File: config.mk
export PLATFORM = sky130hd
export DESIGN_NAME = rog_regs
export DESIGN_NICKNAME = d
export VERILOG_FILES = /design/src/hw/rog_pkg.sv /design/src/hw/rog_regs.sv
export VERILOG_INCLUDE_DIRS = /design/src /design/src/hw
export SDC_FILE = /design/constraint.sdc
export NUM_CORES = 1
export LEC_CHECK = 0
export BUFFER_PORTS_ARGS = -buffer_cell sky130_fd_sc_hd__clkbuf_2
export CAP_MARGIN = 20
export CORE_AREA = 2 2 112 114
export CTS_CLUSTER_SIZE = 16
export DETAILED_ROUTE_END_ITERATION = 10
export DIE_AREA = 0 0 114 116
export PLACE_DENSITY = 0.77
export SLEW_MARGIN = 20
export SYNTH_ARGS = -nofsm -noshare
export SYNTH_HDL_FRONTEND = slang
export SYNTH_SLANG_ARGS = --single-unit
File: constraint.sdc
create_clock -name mclk -period 12.2 [get_ports mclk]
set_clock_uncertainty 0.1 [all_clocks]
set_input_delay 1.83 -clock mclk [delete_from_list [all_inputs] [get_ports mclk]]
set_output_delay 1.83 -clock mclk [all_outputs]
set_load 0.005 [all_outputs]
File: src/hw/rog_defs.svh
// Register offsets, field positions, reset values and timing constants
// Assumes inclusion by the package and the register-bank module only
`ifndef ROG_DEFS_SVH
`define ROG_DEFS_SVH

// Register offsets on the serial bus
`define ROG_OFS_CONV 8'h9c
`define ROG_OFS_PGD 8'h9d
`define ROG_OFS_SWT 8'h9f

// Converter register fields
`define ROG_CONV_MODE_HI 5
`define ROG_CONV_MODE_LO 3
`define ROG_CONV_OFF_HI 2
`define ROG_CONV_OFF_LO 0
`define ROG_CONV_RW_MASK 8'h3f

// Delay register fields
`define ROG_PGD2_HI 7
`define ROG_PGD2_LO 5
`define ROG_PGD4_HI 4
`define ROG_PGD4_LO 2
`define ROG_PGD1_HI 1
`define ROG_PGD1_LO 0

// Switch register fields
`define ROG_SWT_OFF_HI 7
`define ROG_SWT_OFF_LO 4

// Reset values
`define ROG_RST_CONV 8'h27
`define ROG_RST_PGD 8'h00
`define ROG_RST_SWT 8'hf0

// Answer for unmapped offsets
`define ROG_RD_UNMAPPED 8'h00

// Clock and delay timebase
`define ROG_CLK_NS 40
`define ROG_TICK_NS 100000
`define ROG_TICK_CYC (`ROG_TICK_NS / `ROG_CLK_NS)
`define ROG_TICK_PER_MS 10

// Delay steps in milliseconds
`define ROG_DLY_0 0
`define ROG_DLY_1 5
`define ROG_DLY_2 10
`define ROG_DLY_3 15
`define ROG_DLY_4 20
`define ROG_DLY_5 50
`define ROG_DLY_6 75
`define ROG_DLY_7 100

// Serial bus byte handling
`define ROG_BITS_PER_BYTE 4'd8
`define ROG_DEV_ADDR 7'h5e

`endif

File: src/hw/rog_pkg.sv
// Types shared by the register bank: output sources, serial states, carriers
// Assumes rog_defs.svh is reachable on the include path
package rog_pkg;
`include "rog_defs.svh"

	// Source that drives a general-purpose output
	typedef enum logic [1:0] {
		ROG_SRC_GOOD,
		ROG_SRC_LVL,
		ROG_SRC_HOST
	} rog_src_t;

	// Serial slave states
	typedef enum logic [2:0] {
		ROG_S_IDLE,
		ROG_S_ADDR,
		ROG_S_PTR,
		ROG_S_WDATA,
		ROG_S_ACK,
		ROG_S_TX,
		ROG_S_RACK
	} rog_state_t;

	// One register write from the serial slave
	typedef struct packed {
		logic stb;
		logic [7:0] addr;
		logic [7:0] data;
	} rog_wr_t;

	// Converter mode and force-off register
	typedef struct packed {
		logic [1:0] rsvd;
		logic [2:0] mode_sel;
		logic [2:0] force_off_n;
	} rog_conv_t;

	// Power-good delay register
	typedef struct packed {
		logic [2:0] out2_good_delay;
		logic [2:0] out4_good_delay;
		logic [1:0] out1_good_delay;
	} rog_pgd_t;

	// Switch and termination force-off register
	typedef struct packed {
		logic [3:0] off_n;
		logic [3:0] rsvd;
	} rog_swt_t;
endpackage

File: src/hw/rog_regs.sv
// Override and power-good delay register bank behind a serial two-wire slave
// Assumes scl/sda already synchronous to mclk; open-drain wire resolved outside
`timescale 1ns/100ps

// Delays one good level by a programmed tick count, restarting on any drop
module rog_delay #(
	parameter int CW = 10
) (
	input wire logic mclk,
	input wire logic rst_n,
	input wire logic tick,
	input wire logic src_good,
	input wire logic [CW-1:0] limit,
	output logic good_reg
);
	logic [CW-1:0] cnt_reg;
	logic reached;

	assign reached = (cnt_reg >= limit);

	// Count ticks while the source stays good; any drop restarts
	always_ff @(posedge mclk) begin
		if (!rst_n || !src_good) begin
			cnt_reg <= '0;
			good_reg <= 1'b0;
		end else if (reached) begin
			good_reg <= 1'b1;
		end else if (tick) begin
			cnt_reg <= cnt_reg + 1'b1;
		end
	end
endmodule

// Function
// Mode bits 5,4,3 pick automatic (0) or forced PWM (1) per converter.
// Bits 2,1,0 at zero force each converter off regardless of enable pins.
// Power-good asserts only after programmed delay from all rails in range.
// Output two delay bits 7:5 map 0,5,10,15,20,50,75,100 ms.
// Output four delay bits 4:2 use the same eight-step encoding.
// Output one delay bits 1:0 map 0,5,10,15 ms.
// Each delay is held within plus or minus ten percent.
// Each output is power-good, level shifter, or host-set level.
// Host-driven outputs one and four ignore delay bits; reset zero.
// Output two delay ignored only if host-driven and not used for termination.
// Bits 7:4 of switch register at zero force those rails off.
// Host writes zeros to the low four switch register bits.
// Rail leaving range before expiry restarts delay, output stays low.
module rog_regs
	import rog_pkg::*;
#(
	parameter logic [6:0] DEV_ADDR = `ROG_DEV_ADDR,
	parameter logic [7:0] RST_CONV = `ROG_RST_CONV,
	parameter logic [7:0] RST_PGD = `ROG_RST_PGD,
	parameter logic [7:0] RST_SWT = `ROG_RST_SWT
) (
	input wire logic mclk,
	input wire logic rst_n,
	input wire logic scl_in,
	input wire logic sda_in,
	output logic sda_out,
	output logic sda_oe,
	input wire logic [2:0] conv_pin_en,
	input wire logic [3:0] switch_pin_en,
	input wire logic [2:0] group_good,
	input wire logic [2:0] lvl_in,
	input wire logic [2:0] host_lvl,
	input wire rog_src_t out1_src,
	input wire rog_src_t out2_src,
	input wire rog_src_t out4_src,
	input wire logic out2_term_use,
	output logic [2:0] conv_en,
	output logic [2:0] conv_fpwm,
	output logic [3:0] switch_en,
	output logic general_output_one,
	output logic general_output_two,
	output logic general_output_four
);
	localparam int TICK_CYC = `ROG_TICK_CYC;
	localparam int TW = $clog2(TICK_CYC);

	rog_conv_t conv_reg;
	rog_pgd_t pgd_reg;
	rog_swt_t swt_reg;
	rog_wr_t wr_reg;
	rog_state_t state_reg;
	rog_state_t after_reg;
	logic [7:0] shreg_reg;
	logic [7:0] ptr_reg;
	logic [3:0] cnt_reg;
	logic rw_reg;
	logic scl_d_reg;
	logic sda_d_reg;
	logic [TW-1:0] div_reg;
	logic tick_reg;
	logic [2:0] dly_good;
	logic [2:0] out_good_src;
	logic [9:0] lim1;
	logic [9:0] lim2;
	logic [9:0] lim4;
	logic scl_rise;
	logic scl_fall;
	logic bus_start;
	logic bus_stop;
	logic byte_full;
	logic [7:0] rdata;

	// Bus edge and condition detection
	assign scl_rise = scl_in && !scl_d_reg;
	assign scl_fall = !scl_in && scl_d_reg;
	assign bus_start = scl_in && scl_d_reg && sda_d_reg && !sda_in;
	assign bus_stop = scl_in && scl_d_reg && !sda_d_reg && sda_in;
	assign byte_full = (cnt_reg == `ROG_BITS_PER_BYTE);

	// Read-back mux; unmapped offsets answer zero
	assign rdata = (ptr_reg == `ROG_OFS_CONV) ? (conv_reg & `ROG_CONV_RW_MASK) :
		(ptr_reg == `ROG_OFS_PGD) ? pgd_reg :
		(ptr_reg == `ROG_OFS_SWT) ? swt_reg : `ROG_RD_UNMAPPED;

	// Delay code to tick count, one tick is a tenth of a millisecond
	function automatic logic [9:0] dly_ticks(input logic [2:0] code);
		int ms;
		case (code)
			3'h0: ms = `ROG_DLY_0;
			3'h1: ms = `ROG_DLY_1;
			3'h2: ms = `ROG_DLY_2;
			3'h3: ms = `ROG_DLY_3;
			3'h4: ms = `ROG_DLY_4;
			3'h5: ms = `ROG_DLY_5;
			3'h6: ms = `ROG_DLY_6;
			default: ms = `ROG_DLY_7;
		endcase
		return 10'(ms * `ROG_TICK_PER_MS);
	endfunction

	// Delay limits per output; output one uses only the first four steps
	assign lim2 = dly_ticks(pgd_reg.out2_good_delay);
	assign lim4 = dly_ticks(pgd_reg.out4_good_delay);
	assign lim1 = dly_ticks({1'b0, pgd_reg.out1_good_delay});

	// Good source: grouped rails in range, or the level-shifter input
	assign out_good_src[0] = (out1_src == ROG_SRC_LVL) ? lvl_in[0] : group_good[0];
	assign out_good_src[1] = (out2_src == ROG_SRC_LVL) ? lvl_in[1] : group_good[1];
	assign out_good_src[2] = (out4_src == ROG_SRC_LVL) ? lvl_in[2] : group_good[2];

	// Bus sampling history
	always_ff @(posedge mclk) begin
		if (!rst_n) begin
			scl_d_reg <= 1'b1;
			sda_d_reg <= 1'b1;
		end else begin
			scl_d_reg <= scl_in;
			sda_d_reg <= sda_in;
		end
	end

	// Timebase: 100 us tick keeps every step well inside ten percent
	always_ff @(posedge mclk) begin
		if (!rst_n) begin
			div_reg <= '0;
			tick_reg <= 1'b0;
		end else begin
			tick_reg <= (div_reg == TW'(TICK_CYC - 1));
			div_reg <= (div_reg == TW'(TICK_CYC - 1)) ? '0 : div_reg + 1'b1;
		end
	end

	// One delay counter per output, each restarting on any drop of its source
	rog_delay #(.CW(10)) u_dly1 (
		.mclk(mclk), .rst_n(rst_n), .tick(tick_reg),
		.src_good(out_good_src[0]), .limit(lim1), .good_reg(dly_good[0])
	);
	rog_delay #(.CW(10)) u_dly2 (
		.mclk(mclk), .rst_n(rst_n), .tick(tick_reg),
		.src_good(out_good_src[1]), .limit(lim2), .good_reg(dly_good[1])
	);
	rog_delay #(.CW(10)) u_dly4 (
		.mclk(mclk), .rst_n(rst_n), .tick(tick_reg),
		.src_good(out_good_src[2]), .limit(lim4), .good_reg(dly_good[2])
	);

	// Serial slave: address, register pointer, data with pointer auto-increment
	always_ff @(posedge mclk) begin
		if (!rst_n) begin
			state_reg <= ROG_S_IDLE;
			after_reg <= ROG_S_IDLE;
			shreg_reg <= '0;
			ptr_reg <= '0;
			cnt_reg <= '0;
			rw_reg <= 1'b0;
			sda_oe <= 1'b0;
			wr_reg <= '0;
		end else begin
			wr_reg.stb <= 1'b0;
			if (bus_start) begin
				state_reg <= ROG_S_ADDR;
				cnt_reg <= '0;
				sda_oe <= 1'b0;
			end else if (bus_stop) begin
				state_reg <= ROG_S_IDLE;
				sda_oe <= 1'b0;
			end else begin
				case (state_reg)
					ROG_S_ADDR, ROG_S_PTR, ROG_S_WDATA: begin
						if (scl_rise && !byte_full) begin
							shreg_reg <= {shreg_reg[6:0], sda_in};
							cnt_reg <= cnt_reg + 1'b1;
						end else if (scl_fall && byte_full) begin
							sda_oe <= 1'b1; // Acknowledge
							state_reg <= ROG_S_ACK;
							after_reg <= ROG_S_WDATA;
							if (state_reg == ROG_S_ADDR) begin
								rw_reg <= shreg_reg[0];
								after_reg <= shreg_reg[0] ? ROG_S_TX : ROG_S_PTR;
								if (shreg_reg[7:1] != DEV_ADDR) begin
									sda_oe <= 1'b0;
									state_reg <= ROG_S_IDLE;
								end
							end else if (state_reg == ROG_S_PTR) begin
								ptr_reg <= shreg_reg;
							end else begin
								wr_reg <= '{stb: 1'b1, addr: ptr_reg, data: shreg_reg};
								ptr_reg <= ptr_reg + 1'b1;
							end
						end
					end
					ROG_S_ACK: begin
						if (scl_fall) begin
							cnt_reg <= '0;
							state_reg <= after_reg;
							sda_oe <= 1'b0;
							if (after_reg == ROG_S_TX) begin
								shreg_reg <= rdata;
								sda_oe <= !rdata[7];
								cnt_reg <= 4'd1;
								ptr_reg <= ptr_reg + 1'b1;
							end
						end
					end
					ROG_S_TX: begin
						if (scl_fall) begin
							if (byte_full) begin
								sda_oe <= 1'b0;
								state_reg <= ROG_S_RACK;
							end else begin
								sda_oe <= !shreg_reg[6];
								shreg_reg <= {shreg_reg[6:0], 1'b0};
								cnt_reg <= cnt_reg + 1'b1;
							end
						end
					end
					ROG_S_RACK: begin
						if (scl_rise) begin
							state_reg <= sda_in ? ROG_S_IDLE : ROG_S_ACK; // Stop on no-ack
							after_reg <= ROG_S_TX;
						end
					end
					default: begin
						sda_oe <= 1'b0;
					end
				endcase
			end
		end
	end

	// Register writes; reserved low switch bits stored as written
	always_ff @(posedge mclk) begin
		if (!rst_n) begin
			conv_reg <= RST_CONV;
			pgd_reg <= RST_PGD;
			swt_reg <= RST_SWT;
		end else if (wr_reg.stb) begin
			if (wr_reg.addr == `ROG_OFS_CONV)
				conv_reg <= wr_reg.data & `ROG_CONV_RW_MASK;
			if (wr_reg.addr == `ROG_OFS_PGD)
				pgd_reg <= wr_reg.data;
			if (wr_reg.addr == `ROG_OFS_SWT)
				swt_reg <= wr_reg.data;
		end
	end

	// Rail enables, mode outputs and general-purpose outputs
	always_ff @(posedge mclk) begin
		if (!rst_n) begin
			sda_out <= 1'b0;
			conv_en <= '0;
			conv_fpwm <= '0;
			switch_en <= '0;
			general_output_one <= 1'b0;
			general_output_two <= 1'b0;
			general_output_four <= 1'b0;
		end else begin
			sda_out <= 1'b0; // Open drain, only ever pulls low
			conv_fpwm <= conv_reg.mode_sel;
			conv_en <= conv_pin_en & conv_reg.force_off_n;
			// Termination also waits on delayed output two when tied to it
			switch_en <= switch_pin_en & swt_reg.off_n
				& {3'b111, !out2_term_use || dly_good[1]};
			general_output_one <= (out1_src == ROG_SRC_HOST) ? host_lvl[0] : dly_good[0];
			general_output_two <= (out2_src == ROG_SRC_HOST) ? host_lvl[1] : dly_good[1];
			general_output_four <= (out4_src == ROG_SRC_HOST) ? host_lvl[2] : dly_good[2];
		end
	end
endmodule

==> run metrics <==
max reg flops 17; ant diodes 0; Critical Path Most Common Cell ha_1; Horiz. Die Dim 114 um; Core Area 11,900 sq um; largest net degree at the start of global routing 62; placed cell areas 7290 sq um; Area Growth Syn to Fin 12.2%; Num CTS Buffers 17; Leak Pwr 3.11 nW; Tcrit/Tclk final 0.362; Worst Setup End Kind register; min cycle time layout 4420 ps; Fin Hold WS 366 ps; Post-CTS Setup Repair Bufs 0; cells along the critical path nor2b_1 > xnor2_1 > ha_1 > ha_1 > a221oi_1 > o21ai_0 > xnor2_1 > ha_1 > a211oi_2 > o211ai_1 > o31a_1 > or4b_2 > a21oi_1; Initial Utilization 0.591; post-CTS sizing 0; DR WL/cell 16.3 um; Reg2Reg Launch Point pgd_reg[7]; Max Root-Sink Buffers 2; PnR worst setup slack 7780 ps; critical path's top delay family compound AO/OA/AOI/OAI gates; Final nets 941; GPL Wtd Cong 0.877; Detailed Routing Iterations Pass 1 6; Layout fillers 1,006; r2r endpoint u_dly2.cnt_reg[6]; I/O Pins 42; Seq/Total Area, Yosys 0.361; total track usage 0.260; 1st-iter DRT viols 449; fin area 7890 sq um; Slew headroom 0.286; vias 6,221; R2R Setup Slk 7780 ps; unrepaired setup endpoints after global routing no; Final Hold Viols 0; grt total ovfl 0; HP Class reg2reg; Root Buffer clkbuf_16; Hold Path Depth 1; clock latency on the worst-skew pair 420 ps; PwrDens 122 nW/um^2; Syn Area/Cell 8.49 sq um; hold wc startpoint u_dly1.cnt_reg[8]; Data required, critical path 12,450 ps; syn nets 914; Ys Warns 0; Peak VDD IR 0.0727 mV; Hold-fix buffers, CTS 0; Synth cell types 71; antenna violations before repair 0; Place WS 7820 ps; Synth top area share 0.361; post-DP HPWL 11,500 um; number of global-route vias before repair 5,921; clock sinks 127; Die Height 116 um; number of port buffers 40; CTS clk-pin slew, worst paths 60 ps; max incr delay on CP 710 ps; Setup CP Type reg2reg; Post-Route WL 16,600 um; CP arrival 4670 ps; Cells after Synth 829; Total Neg Setup Slack 0 ps; final setup violating endpoints 0; ys async rst share 0; Finished Layout Cells 1,015; final core utilization 0.663; max-slew violations 0; Worst-Margin Slew 1070 ps; Post-synth EDFFs 0; slowest CP cell or4b_2; routed vias/inst 6.13; H-tree levels 4; Final ANT Viol Nets 0; CP Max Fanout 21; total of max-cap violations 0; Overall Power 0.967 mW; first-pass GRT wire length 27,600 um; Synth Cell Area 7030 sq um; outcome finished, final reports clean; commonest non-fill, non-tap cell in the layout dfxtp_1; Rows 40; Placed Cells 984; worst reg-to-reg path cell count 13; Hold Crit Endpoint u_dly1.cnt_reg[8]; DRC 0; most frequent cells in the layout dfxtp_1 (127), nand2_1 (84), nor2_1 (80); synth top area cells dfxtp_1 (36%), ha_1 (10%), mux2i_1 (6.1%); flops & latches, synth 127; ys flop type dfxtp_1; die area 13,200 sq um; Synth area leader dfxtp_1; Fmax 0.226 GHz; share of layout cells above drive strength 1 0.105; startpoint types register; WP buf/inv 0; CTS tree yes
report_power, final:
part	switching, mW	leakage [nW]	internal, mW	total (mW)
combinational	0.0173	1.79	0.0110	0.0282
clock	0.191	0.293	0.326	0.517
sequential	0.00265	1.03	0.419	0.422
worst register-to-register path, stage by stage (launching register included):
cell and delay (ps):
dfxtp_1 410, nor2b_1 290, xnor2_1 200, ha_1 300
ha_1 210, a221oi_1 430, o21ai_0 190, xnor2_1 150
ha_1 300, a211oi_2 240, o211ai_1 120, o31a_1 520
or4b_2 710, a21oi_1 170
worst max-delay path by stage:
stage          cells past startpoint        from  slack [ps]                end
2_1_floorplan                     20  pgd_reg[7]        8270  u_dly2.cnt_reg[6]
3_3_place_gp                       6       rst_n        7930  u_dly1.cnt_reg[0]
3_5_place_dp                      16  pgd_reg[4]        7820  u_dly4.cnt_reg[5]
4_1_cts                           16  pgd_reg[4]        7790  u_dly4.cnt_reg[5]
5_1_grt                           16  pgd_reg[4]        7470  u_dly4.cnt_reg[5]
6_report                          13  pgd_reg[7]        7780  u_dly2.cnt_reg[6]
kinds of logic after synthesis:
kind of cell | count (synthesis) | synth area share
AND/OR/NAND/NOR | 318 | 0.229
adder cells (fa/ha/maj) | 58 | 0.105
other | 1 | 0.000533
AO/OA/AOI/OAI | 183 | 0.170
multiplexers | 44 | 0.0628
buffers and inverters | 75 | 0.0423
flip-flops | 127 | 0.361
XOR/XNOR | 23 | 0.0286
layer usage:
layer,vias to the layer above,wire length (um),global-route usage
met2,208,8270,0.463
li1,3025,-,-
met4,0,439,0.113
met3,44,863,0.0581
met1,2944,7000,0.300
met5,-,0,0
cells in the mapped netlist (3+ instances only):
| cell | instances |
|---|---|
| nor3b_1 | 5 |
| a221oi_1 | 3 |
| a32oi_1 | 6 |
| o41ai_1 | 4 |
| o211ai_1 | 3 |
| nand3b_1 | 8 |
| ha_1 | 56 |
| and2_1 | 6 |
| a311oi_1 | 5 |
| a21boi_0 | 5 |
| or4_1 | 9 |
| or4b_2 | 3 |
| nand2_1 | 84 |
| o31ai_1 | 7 |
| nor3_1 | 8 |
| or2_2 | 3 |
| a211oi_1 | 9 |
| nand3_1 | 21 |
| nor2b_1 | 12 |
| nand4_1 | 14 |
| a21o_1 | 8 |
| clkbuf_1 | 27 |
| or3_1 | 18 |
| o22ai_1 | 3 |
| xnor2_1 | 8 |
| a21oi_1 | 57 |
| nor2_1 | 80 |
| o21ai_0 | 47 |
| nor4_1 | 6 |
| o31a_1 | 3 |
| dfxtp_1 | 127 |
| xor2_1 | 15 |
| buf_1 | 3 |
| nand2b_1 | 18 |
| mux2i_1 | 43 |
| and3_1 | 12 |
| inv_1 | 41 |
cell type report:
type	count	area, sq um	area share
multi-input combinational	627	4190	0.531
sequential	127	2540	0.322
clock buffer	18	439	0.0556
timing repair buffer	42	215	0.0273
tap	147	184	0.0233
clock inverter	13	164	0.0208
inverter	41	154	0.0195
Note: power is estimated with default switching activity, not from simulation.
